`src/verilog/pcr_regs.svh`:
```
`ifndef PCR_REGS_SVH
`define PCR_REGS_SVH

// extended capability word fields
`define PCR_EXT_LATW_LSB 0
`define PCR_EXT_LATW_MSB 4
`define PCR_EXT_DADDR_BIT 5
`define PCR_EXT_RND_LSB 6
`define PCR_EXT_RND_MSB 8
`define PCR_EXT_VER_LSB 9
`define PCR_EXT_VER_MSB 15
`define PCR_EXT_MINBUF_LSB 16
`define PCR_EXT_MINBUF_MSB 23
`define PCR_EXT_BRPRED_BIT 28
`define PCR_EXT_IPFILT_BIT 29
`define PCR_EXT_CLFILT_BIT 30
`define PCR_EXT_LATFILT_BIT 31

// supported / available feature word fields
`define PCR_SUP_PRESENT_BIT 0
`define PCR_SUP_EVT_LSB 1
`define PCR_SUP_EVT_MSB 6
`define PCR_SUP_BRE_BIT 3
`define PCR_SUP_DME_BIT 4
`define PCR_SUP_CONT_BIT 29
`define PCR_SUP_PTSC_BIT 30
`define PCR_SUP_INT_BIT 31

// fixed figures
`define PCR_LATW_MIN 5'h0a
`define PCR_RND_MAX 3'h4
`define PCR_VERSION 7'h01
`define PCR_XSTATE_BIT 62

// model-specific register map
`define PCR_MSR_CFG_ADDR 32'hc000_0105
`define PCR_MSR_CBADDR_ADDR 32'hc000_0106
`define PCR_CFG_MSB 47
`define PCR_CFG_RESET 48'h0000_0000_0000
`define PCR_CBADDR_RESET 64'h0000_0000_0000_0000
`define PCR_WORD_RESET 32'h0000_0000

// capability defaults
`define PCR_DEF_PRESENT 1'h1
`define PCR_DEF_EVENTS 6'h3f
`define PCR_DEF_CONT 1'h1
`define PCR_DEF_PTSC 1'h1
`define PCR_DEF_INT 1'h1
`define PCR_DEF_LATW 5'h10
`define PCR_DEF_DADDR 1'h1
`define PCR_DEF_RND 3'h2
`define PCR_DEF_MINBUF 8'h01
`define PCR_DEF_BRPRED 1'h1
`define PCR_DEF_IPFILT 1'h1
`define PCR_DEF_CLFILT 1'h1
`define PCR_DEF_LATFILT 1'h1

`endif

```
`src/verilog/pcr_pkg.sv`:
```
package pcr_pkg;
    typedef logic [31:0] pcr_word_t;
    typedef enum logic [1:0] {PCR_MSR_NONE, PCR_MSR_CFG, PCR_MSR_CBADDR} pcr_msr_sel_t;
endpackage

```
`src/verilog/pcr_ext_cap.sv`:
```
`timescale 1ns/100ps
`include "pcr_regs.svh"
module pcr_ext_cap
    import pcr_pkg::*;
(
    input wire logic dcache_miss_cap,
    input wire logic branch_retired_cap,
    input wire logic [4:0] latency_counter_width,
    input wire logic miss_data_addr_reported,
    input wire logic [2:0] latency_rounding_bits,
    input wire logic [7:0] min_ring_records,
    input wire logic branch_pred_filter_cap,
    input wire logic ip_range_filter_cap,
    input wire logic cache_level_filter_cap,
    input wire logic latency_filter_cap,
    output pcr_word_t ext_word
);
    logic [4:0] latw;
    logic [2:0] rnd;
    logic cache_level_filter;

    always_comb begin
        latw = (latency_counter_width < `PCR_LATW_MIN) ? `PCR_LATW_MIN : latency_counter_width; // RQ1
        rnd = (latency_rounding_bits > `PCR_RND_MAX) ? `PCR_RND_MAX : latency_rounding_bits; // RQ4
        // with neither filter asked for, cache level filtering is forced on
        cache_level_filter = cache_level_filter_cap | ~latency_filter_cap; // RQ11
        ext_word = `PCR_WORD_RESET; // RQ20
        ext_word[`PCR_EXT_VER_MSB:`PCR_EXT_VER_LSB] = `PCR_VERSION; // RQ5
        ext_word[`PCR_EXT_MINBUF_MSB:`PCR_EXT_MINBUF_LSB] = min_ring_records; // RQ6
        ext_word[`PCR_EXT_BRPRED_BIT] = branch_pred_filter_cap & branch_retired_cap; // RQ7
        ext_word[`PCR_EXT_IPFILT_BIT] = ip_range_filter_cap; // RQ8
        if (dcache_miss_cap) begin // RQ2
            ext_word[`PCR_EXT_LATW_MSB:`PCR_EXT_LATW_LSB] = latw; // RQ1
            ext_word[`PCR_EXT_DADDR_BIT] = miss_data_addr_reported; // RQ3
            ext_word[`PCR_EXT_RND_MSB:`PCR_EXT_RND_LSB] = rnd; // RQ4
            ext_word[`PCR_EXT_CLFILT_BIT] = cache_level_filter; // RQ9
            ext_word[`PCR_EXT_LATFILT_BIT] = latency_filter_cap; // RQ10
        end
    end
endmodule // pcr_ext_cap

```
`src/verilog/pcr_feat_word.sv`:
```
`timescale 1ns/100ps
`include "pcr_regs.svh"
module pcr_feat_word
    import pcr_pkg::*;
(
    input wire logic profiler_present,
    input wire logic [5:0] event_caps,
    input wire logic continuous_mode_cap,
    input wire logic record_timestamp_cap,
    input wire logic threshold_irq_cap,
    input wire logic [`PCR_CFG_MSB:0] cfg_bits,
    input wire logic xstate_enabled,
    output pcr_word_t supported_word,
    output pcr_word_t avail_word
);
    genvar i;
    generate
        for (i = 0; i < 32; i = i + 1) begin : g_bit
            if (i == `PCR_SUP_PRESENT_BIT) begin : g_present
                assign supported_word[i] = profiler_present; // RQ12
                assign avail_word[i] = xstate_enabled & profiler_present; // RQ18
            end else begin : g_feat
                logic cap;
                if (i >= `PCR_SUP_EVT_LSB && i <= `PCR_SUP_EVT_MSB) begin : g_evt
                    assign cap = event_caps[i - `PCR_SUP_EVT_LSB]; // RQ13
                end else if (i == `PCR_SUP_CONT_BIT) begin : g_cont
                    assign cap = continuous_mode_cap; // RQ14
                end else if (i == `PCR_SUP_PTSC_BIT) begin : g_ptsc
                    assign cap = record_timestamp_cap; // RQ14
                end else if (i == `PCR_SUP_INT_BIT) begin : g_int
                    assign cap = threshold_irq_cap; // RQ14
                end else begin : g_rsvd
                    assign cap = 1'b0; // RQ20
                end
                assign supported_word[i] = cap & profiler_present;
                assign avail_word[i] = cfg_bits[i] & cap & profiler_present; // RQ19
            end
        end
    endgenerate
endmodule // pcr_feat_word

```
`src/verilog/pcr_top.sv`:
```
// Notes on behaviour
// RQ1 - latency counter width sits in bits 4:0, kept within 10 to 31
// RQ2 - without data cache miss support all latency and cache fields read zero
// RQ3 - bit 5 says whether miss records carry the data address
// RQ4 - bits 8:6 give latency rounding 0 to 4; low bits of latency read zero
// RQ5 - bits 15:9 hold implementation version, one for the first version
// RQ6 - bits 23:16 give minimum ring size in 32-record units; zero means none
// RQ7 - bit 28 flags prediction filtering; otherwise those filter fields are ignored
// RQ8 - bit 29 flags pointer range filtering; otherwise its fields are ignored
// RQ9 - bit 30 flags cache level filtering; otherwise the level field is ignored
// RQ10 - bit 31 flags latency filtering; otherwise minimum latency is ignored
// RQ11 - with cache events supported at least one of the two filters exists
// RQ12 - supported word bit 0 mirrors the profiler flag; zero voids the rest
// RQ13 - supported word bits 1 to 6 flag event identifiers 1 to 6
// RQ14 - bits 29 to 31 flag continuous mode, timestamps, threshold interrupt
// RQ15 - profiler model-specific registers exist only when the profiler flag is set
// RQ16 - profiler use is refused while extended state enable bit 62 is clear
// RQ17 - setting the enable bit leaves the profiler disabled, control block address zero
// RQ18 - available word bit 0 copies enable bit 62
// RQ19 - available word bits 31:1 come from configuration, a subset of supported
// RQ20 - reserved bits of both capability words always read zero
`timescale 1ns/100ps
`include "pcr_regs.svh"
module pcr_top
    import pcr_pkg::*;
#(
    parameter logic CAP_PRESENT = `PCR_DEF_PRESENT,
    parameter logic [5:0] CAP_EVENTS = `PCR_DEF_EVENTS,
    parameter logic CAP_CONT = `PCR_DEF_CONT,
    parameter logic CAP_PTSC = `PCR_DEF_PTSC,
    parameter logic CAP_INT = `PCR_DEF_INT,
    parameter logic [4:0] CAP_LATW = `PCR_DEF_LATW,
    parameter logic CAP_DADDR = `PCR_DEF_DADDR,
    parameter logic [2:0] CAP_RND = `PCR_DEF_RND,
    parameter logic [7:0] CAP_MINBUF = `PCR_DEF_MINBUF,
    parameter logic CAP_BRPRED = `PCR_DEF_BRPRED,
    parameter logic CAP_IPFILT = `PCR_DEF_IPFILT,
    parameter logic CAP_CLFILT = `PCR_DEF_CLFILT,
    parameter logic CAP_LATFILT = `PCR_DEF_LATFILT
)
(
    input wire logic clk,
    input wire logic rst_n,

    // feature identification query
    input wire logic fid_req,
    output logic fid_ack_r,
    output pcr_word_t fid_avail_r,
    output pcr_word_t fid_ext_cap_r,
    output pcr_word_t fid_supported_r,
    output logic ext_flag_profiler_r,

    // extended control write
    input wire logic xcw_valid,
    input wire logic xcw_bit62,
    output logic xcw_ack_r,
    output logic xcw_fault_r,
    output logic xstate_enabled_r,

    // model-specific register access
    input wire logic msr_req,
    input wire logic msr_write,
    input wire logic [31:0] msr_addr,
    input wire logic [63:0] msr_wdata,
    output logic msr_ack_r,
    output logic msr_fault_r,
    output logic [63:0] msr_rdata_r,

    // control block load
    input wire logic cb_load_req,
    input wire logic [63:0] cb_load_addr,
    output logic cb_load_ack_r,
    output logic cb_load_fault_r,
    output logic [63:0] cb_addr_r,
    output logic profiler_active_r,

    // control block filter fields
    input wire logic cb_mispredicted_filter,
    input wire logic cb_predicted_filter,
    input wire logic cb_pointer_filter_enable,
    input wire logic cb_pointer_filter_invert,
    input wire logic [3:0] cb_cache_level_filter,
    input wire logic [31:0] cb_minimum_latency_filter,
    output logic eff_mispredicted_filter_r,
    output logic eff_predicted_filter_r,
    output logic eff_pointer_filter_enable_r,
    output logic eff_pointer_filter_invert_r,
    output logic [3:0] eff_cache_level_filter_r,
    output logic [31:0] eff_minimum_latency_filter_r,

    // latency reporting
    input wire logic lat_valid,
    input wire logic [31:0] lat_raw,
    output logic lat_rep_valid_r,
    output logic [31:0] lat_rep_r
);
    pcr_word_t ext_word;
    pcr_word_t supported_word;
    pcr_word_t avail_word;

    logic [`PCR_CFG_MSB:0] cfg_r;
    logic [`PCR_CFG_MSB:0] cfg_nxt;
    logic [63:0] cb_addr_nxt;
    logic xstate_nxt;
    pcr_msr_sel_t msr_sel;
    logic msr_refuse;
    logic cfg_illegal;

    logic [4:0] latw;
    logic [2:0] rnd;
    logic [31:0] lat_max;
    logic [31:0] lat_mask;
    logic [31:0] lat_sat;

    pcr_ext_cap u_ext_cap (
        .dcache_miss_cap(CAP_EVENTS[`PCR_SUP_DME_BIT - `PCR_SUP_EVT_LSB]),
        .branch_retired_cap(CAP_EVENTS[`PCR_SUP_BRE_BIT - `PCR_SUP_EVT_LSB]),
        .latency_counter_width(CAP_LATW),
        .miss_data_addr_reported(CAP_DADDR),
        .latency_rounding_bits(CAP_RND),
        .min_ring_records(CAP_MINBUF),
        .branch_pred_filter_cap(CAP_BRPRED),
        .ip_range_filter_cap(CAP_IPFILT),
        .cache_level_filter_cap(CAP_CLFILT),
        .latency_filter_cap(CAP_LATFILT),
        .ext_word(ext_word)
    );

    pcr_feat_word u_feat_word (
        .profiler_present(CAP_PRESENT),
        .event_caps(CAP_EVENTS),
        .continuous_mode_cap(CAP_CONT),
        .record_timestamp_cap(CAP_PTSC),
        .threshold_irq_cap(CAP_INT),
        .cfg_bits(cfg_r),
        .xstate_enabled(xstate_enabled_r),
        .supported_word(supported_word),
        .avail_word(avail_word)
    );

    // msr decode and legality
    always_comb begin
        msr_sel = PCR_MSR_NONE;
        if (msr_addr == `PCR_MSR_CFG_ADDR) begin
            msr_sel = PCR_MSR_CFG;
        end else if (msr_addr == `PCR_MSR_CBADDR_ADDR) begin
            msr_sel = PCR_MSR_CBADDR;
        end
        // bit 0 and bits above the vector field are reserved; feature bits must be supported
        cfg_illegal = (msr_wdata[31:1] & ~supported_word[31:1]) != 31'h0000_0000; // RQ19
        cfg_illegal = cfg_illegal | msr_wdata[0] | (msr_wdata[63:`PCR_CFG_MSB + 1] != 16'h0000);
        msr_refuse = 1'b0;
        unique case (msr_sel)
            PCR_MSR_NONE: msr_refuse = 1'b1;
            PCR_MSR_CFG: msr_refuse = msr_write & cfg_illegal;
            PCR_MSR_CBADDR: msr_refuse = msr_write | ~xstate_enabled_r; // RQ16
        endcase
        if (!CAP_PRESENT) begin
            msr_refuse = 1'b1; // RQ15
        end
    end

    always_comb begin
        cfg_nxt = cfg_r;
        // a refused write leaves the register as it was
        if (msr_req && msr_write && msr_sel == PCR_MSR_CFG && !msr_refuse) begin
            cfg_nxt = msr_wdata[`PCR_CFG_MSB:0]; // RQ19
        end
    end

    always_ff @(posedge clk or negedge rst_n) begin
        if (!rst_n) begin
            cfg_r <= `PCR_CFG_RESET;
        end else begin
            cfg_r <= cfg_nxt;
        end
    end

    always_ff @(posedge clk or negedge rst_n) begin
        if (!rst_n) begin
            msr_ack_r <= 1'b0;
            msr_fault_r <= 1'b0;
            msr_rdata_r <= 64'h0000_0000_0000_0000;
        end else begin
            msr_ack_r <= msr_req;
            msr_fault_r <= msr_req & msr_refuse;
            if (msr_req && !msr_write && !msr_refuse) begin
                if (msr_sel == PCR_MSR_CFG) begin
                    msr_rdata_r <= {16'h0000, cfg_r};
                end else begin
                    msr_rdata_r <= cb_addr_r;
                end
            end else if (msr_req) begin
                // writes and refused reads return zero
                msr_rdata_r <= 64'h0000_0000_0000_0000;
            end
        end
    end

    // extended state enable bit; setting it on an absent profiler is refused
    always_comb begin
        xstate_nxt = xstate_enabled_r;
        if (xcw_valid && !(xcw_bit62 && !CAP_PRESENT)) begin
            xstate_nxt = xcw_bit62; // RQ16
        end
    end

    always_ff @(posedge clk or negedge rst_n) begin
        if (!rst_n) begin
            xstate_enabled_r <= 1'b0;
            xcw_ack_r <= 1'b0;
            xcw_fault_r <= 1'b0;
        end else begin
            xstate_enabled_r <= xstate_nxt;
            xcw_ack_r <= xcw_valid;
            xcw_fault_r <= xcw_valid & xcw_bit62 & ~CAP_PRESENT; // RQ15
        end
    end

    // control block address; any change of the enable bit starts the profiler disabled
    always_comb begin
        cb_addr_nxt = cb_addr_r;
        if (xstate_nxt != xstate_enabled_r) begin
            cb_addr_nxt = `PCR_CBADDR_RESET; // RQ17
        end else if (cb_load_req && xstate_enabled_r) begin
            cb_addr_nxt = cb_load_addr; // RQ16
        end
    end

    always_ff @(posedge clk or negedge rst_n) begin
        if (!rst_n) begin
            cb_addr_r <= `PCR_CBADDR_RESET;
            profiler_active_r <= 1'b0;
            cb_load_ack_r <= 1'b0;
            cb_load_fault_r <= 1'b0;
        end else begin
            cb_addr_r <= cb_addr_nxt;
            profiler_active_r <= xstate_nxt & (cb_addr_nxt != `PCR_CBADDR_RESET); // RQ17
            cb_load_ack_r <= cb_load_req;
            cb_load_fault_r <= cb_load_req & ~xstate_enabled_r; // RQ16
        end
    end

    // feature identification answer
    always_ff @(posedge clk or negedge rst_n) begin
        if (!rst_n) begin
            fid_ack_r <= 1'b0;
            fid_avail_r <= `PCR_WORD_RESET;
            fid_ext_cap_r <= `PCR_WORD_RESET;
            fid_supported_r <= `PCR_WORD_RESET;
            ext_flag_profiler_r <= 1'b0;
        end else begin
            fid_ack_r <= fid_req;
            ext_flag_profiler_r <= CAP_PRESENT; // RQ12
            // words are captured on a query and held until the next
            if (fid_req) begin
                fid_avail_r <= avail_word; // RQ18
                fid_ext_cap_r <= ext_word; // RQ1
                fid_supported_r <= supported_word; // RQ13
            end
        end
    end

    // control block fields pass only where the matching capability exists
    always_ff @(posedge clk or negedge rst_n) begin
        if (!rst_n) begin
            eff_mispredicted_filter_r <= 1'b0;
            eff_predicted_filter_r <= 1'b0;
            eff_pointer_filter_enable_r <= 1'b0;
            eff_pointer_filter_invert_r <= 1'b0;
            eff_cache_level_filter_r <= 4'h0;
            eff_minimum_latency_filter_r <= 32'h0000_0000;
        end else begin
            eff_mispredicted_filter_r <= cb_mispredicted_filter & ext_word[`PCR_EXT_BRPRED_BIT]; // RQ7
            eff_predicted_filter_r <= cb_predicted_filter & ext_word[`PCR_EXT_BRPRED_BIT]; // RQ7
            eff_pointer_filter_enable_r <= cb_pointer_filter_enable & ext_word[`PCR_EXT_IPFILT_BIT]; // RQ8
            eff_pointer_filter_invert_r <= cb_pointer_filter_invert & ext_word[`PCR_EXT_IPFILT_BIT]; // RQ8
            eff_cache_level_filter_r <= ext_word[`PCR_EXT_CLFILT_BIT] ? cb_cache_level_filter : 4'h0; // RQ9
            eff_minimum_latency_filter_r <= ext_word[`PCR_EXT_LATFILT_BIT] ? cb_minimum_latency_filter
                                                                            : 32'h0000_0000; // RQ10
        end
    end

    // latency saturates at the counter width, low rounding bits forced to zero
    always_comb begin
        latw = ext_word[`PCR_EXT_LATW_MSB:`PCR_EXT_LATW_LSB];
        rnd = ext_word[`PCR_EXT_RND_MSB:`PCR_EXT_RND_LSB];
        // no miss support gives a zero width and so a zero ceiling
        lat_max = 32'hffff_ffff >> (6'h20 - {1'b0, latw}); // RQ1
        lat_mask = 32'hffff_ffff << rnd; // RQ4
        lat_sat = (lat_raw > lat_max) ? lat_max : lat_raw;
    end

    always_ff @(posedge clk or negedge rst_n) begin
        if (!rst_n) begin
            lat_rep_valid_r <= 1'b0;
            lat_rep_r <= 32'h0000_0000;
        end else begin
            lat_rep_valid_r <= lat_valid;
            if (lat_valid) begin
                lat_rep_r <= lat_sat & lat_mask; // RQ4
            end
        end
    end
endmodule // pcr_top
```
`config.mk`:
```
export PLATFORM = sky130hd
export DESIGN_NAME = pcr_top
export DESIGN_NICKNAME = d
export VERILOG_FILES = /design/src/verilog/pcr_pkg.sv /design/src/verilog/pcr_ext_cap.sv /design/src/verilog/pcr_feat_word.sv /design/src/verilog/pcr_top.sv
export VERILOG_INCLUDE_DIRS = /design/src /design/src/verilog
export SDC_FILE = /design/constraint.sdc
export NUM_CORES = 1
export LEC_CHECK = 0
export BUFFER_PORTS_ARGS = -buffer_cell sky130_fd_sc_hd__buf_4
export CAP_MARGIN = 10
export CORE_AREA = 2 2 213 215
export CTS_CLUSTER_SIZE = 20
export DETAILED_ROUTE_END_ITERATION = 10
export DIE_AREA = 0 0 215 217
export SYNTH_ARGS = -nofsm -noshare
export SYNTH_HDL_FRONTEND = slang
export SYNTH_SLANG_ARGS = --single-unit
```
`constraint.sdc`:
```
create_clock -name clk -period 3.86 [get_ports clk]
set_input_delay 0.386 -clock clk [delete_from_list [all_inputs] [get_ports clk]]
set_output_delay 0.386 -clock clk [all_outputs]
set_load 0.02 [all_outputs]
```
==> results.yml <==
status:
  status: "complete, no violations"
yosys:
  synth.distinct_cells: 44
  yosys_most_used_dff: "dfrtp_1"
  ys_ff_latch: 267
  synth_top_area_share: 0.5818
  netlist_area_mm2: 0.01148
  synthCells: 988
  synth_seq_area_share: 0.5818
  synth_edf_count: 0
  synth_area_leader_cell: "dfrtp_1"
  async_flop_share: 1.000
  avgSynthCellArea_um2: 11.62
  synth_area_leaders: "dfrtp_1 (58%), buf_4 (5.8%), mux2i_1 (4.2%)"
  ys_warn_count: 0
sta:
  setup_slack_ps: 1022
  hold_viol_final: 0
  fin_setup_tns_ps: 0
  rsz0062_at_grt: "no"
  fmax_ghz: 0.3524
  period_minus_slack_ps: 2838
  relSlewSlack: 0.3438
  period_share: 0.7352
  whs_ps: 56.77
  setup_violations: 0
  finClkSkew_ps: 26.78
  worst_pin_slew_ps: 984.2
  maxSlewViolCount: 0
floorplan:
  row_count: 78
  initial_utilization: 0.2569
  core-area_mm2: 0.04470
  die_w_um: 215
  io_pins: 548
  dieHeight_um: 217
  die_area_mm2: 0.04666
power:
  power.density_mw_per_mm2: 454.6
  power_mw: 7.709
  power_switching_mw: 2.162
  p_clk_frac: 0.439
  p_int_mw: 5.548
  p_seq_frac: 0.403
  netSwitchingFraction: 0.2804
  leakage_nw: 7.992
  ir_drop_v: 0.0002651
  p_comb_frac: 0.158
clock_tree:
  post-cts-setup-buffers: 0
  clock_sinks: 267
  cts_buffers: 34
  cts_max_path_buffers: 3
  clk_latency_ps: 540
  htreeDepth: 2
  cts_tree: "yes"
  clk_pin_slew_worst_paths_ps: 60
  cts_resized: 0
  clockRootBuffer: "clkbuf_16"
routing:
  via_count: 9541
  ant_nets: 0
  drt-pass1-iter-count: 5
  vias_per_cell: 4.541
  drc_errors: 0
  drtIter0Drc: 574
  drt-wirelength-per-cell_um: 19.60
  routed_wirelength_um: 41170
finish:
  final_nets: 1717
  layout-drive-gt1-share: 0.3876
  final_common_cell: "buf_4"
  fin_cells: 2101
  design_area_mm2: 0.01696
  mostFrequentLayoutCells: "buf_4 (491), dfrtp_1 (266), a21oi_1 (78), conb_1 (71), nor2_1 (66)"
  syn2layout_area_growth_pct: 47.65
  fin_util: 0.3794
global_routing:
  grt_pass1_vias: 9531
  grt_pass1_wl_um: 60890
  grt_max_degree: 94
  antenna_found_initial: 2
  track_usage: 0.1710
  grt.overflow.total: 0
critical_path:
  rrSetupSlack_ps: 1020
  crit_fanout: 37
  cp.required_ps: 4290
  critical_path_arrival_ps: 3260
  worstSetupPathType: "register to register"
  start_kind: "register"
  r2r_cells: 8
  endpoint_kind: "register"
place:
  dp_hpwl_um: 29250
  placed_cell_area_mm2: 0.01535
  preCtsSetupSlack_ps: 769.7
  place_inst: 1998
  routabilityCongestion: 0.7895
  port_buffers: 475
hold_path:
  hold_class: "primary input to register"
  whs_path_depth: 2
run:
  maxCapViolCount: 0
==> cell usage after synthesis (21+ instances only) <==
master,count
clkbuf_1,49
nand2b_1,34
and2_1,24
dfrtp_1,267
o21ai_0,43
nor2_1,66
nor4_1,27
a211oi_1,30
buf_4,89
mux2_2,21
mux2i_1,48
o2bb2ai_1,48
a21oi_1,78
==> path summary, 6_finish.rpt <==
path,startpoint,to
max,xstate_enabled_r,profiler_active_r
max reg2reg,xstate_enabled_r,profiler_active_r
min,msr_wdata[39],cfg_r[39]
min in group asynchronous,rst_n,lat_rep_r[10]
max in group asynchronous,rst_n,eff_minimum_latency_filter_r[15]
min reg2reg,cfg_r[10],cfg_r[10]
==> cell families after synthesis <==
group                  Yosys count  share of synthesized area
and+or+nand+nor                206                    0.09870
muxes                           83                    0.07615
DFF                            267                     0.5818
buffers and inverters          159                    0.08367
AOI/OAI and AO/OA              271                     0.1591
other                            2                  0.0006539
==> flip-flops by register name, summed over array words and instances (netlist names), 4 cells and up <==
signal / cells
eff_minimum_latency_filter_r: 32
msr_rdata_r: 64
cb_addr_r: 64
eff_cache_level_filter_r: 4
cfg_r: 48
fid_avail_r: 10
lat_rep_r: 30
==> worst max-delay path, stage by stage (launching register included) <==
cell and delay [ps]:
dfrtp_4 660, buf_4 300, nand3b_1 400, o21ai_0 250
o22ai_1 140, nor4_1 400, buf_4 180, nand4_1 100
o31a_1 280
==> timing repair <==
item / CTS / global route
hold endpoints to repair: 131 / 0
setup endpoints to repair: 0 / 0
hold buffers: 42 / 0
==> power by group through the flow <==
| stage | registers (mW) | clock network, mW | logic (mW) |
|---|---|---|---|
| floorplan | 3.25 | 0 | 0.471 |
| detailed placement | 3.16 | 0 | 1.19 |
| global placement | 3.16 | 0 | 1.18 |
| CTS | 3.11 | 3.48 | 1.23 |
| global route | 3.13 | 3.60 | 1.31 |
| finish | 3.11 | 3.38 | 1.22 |
==> per-layer routing <==
metal,vias up,part of all wire,GRT usage
met4,0,0.018,0.05057
met3,42,0.059,0.04291
met1,4806,0.43,0.2230
li1,4385,-,-
met2,308,0.49,0.2810
met5,-,0,0
==> cell type report <==
| class | count | area [um^2] |
|---|---|---|
| clock buffer | 44 | 959.7 |
| fill | 4391 | 27740 |
| timing repair buffer | 539 | 4222 |
| sequential | 267 | 6685 |
| multi-input combinational | 631 | 4106 |
| antenna | 2 | 5.005 |
| tap | 600 | 750.7 |
| inverter | 3 | 11.26 |
| clock inverter | 15 | 217.7 |
No activity file was read; power rests on OpenSTA's default activity.
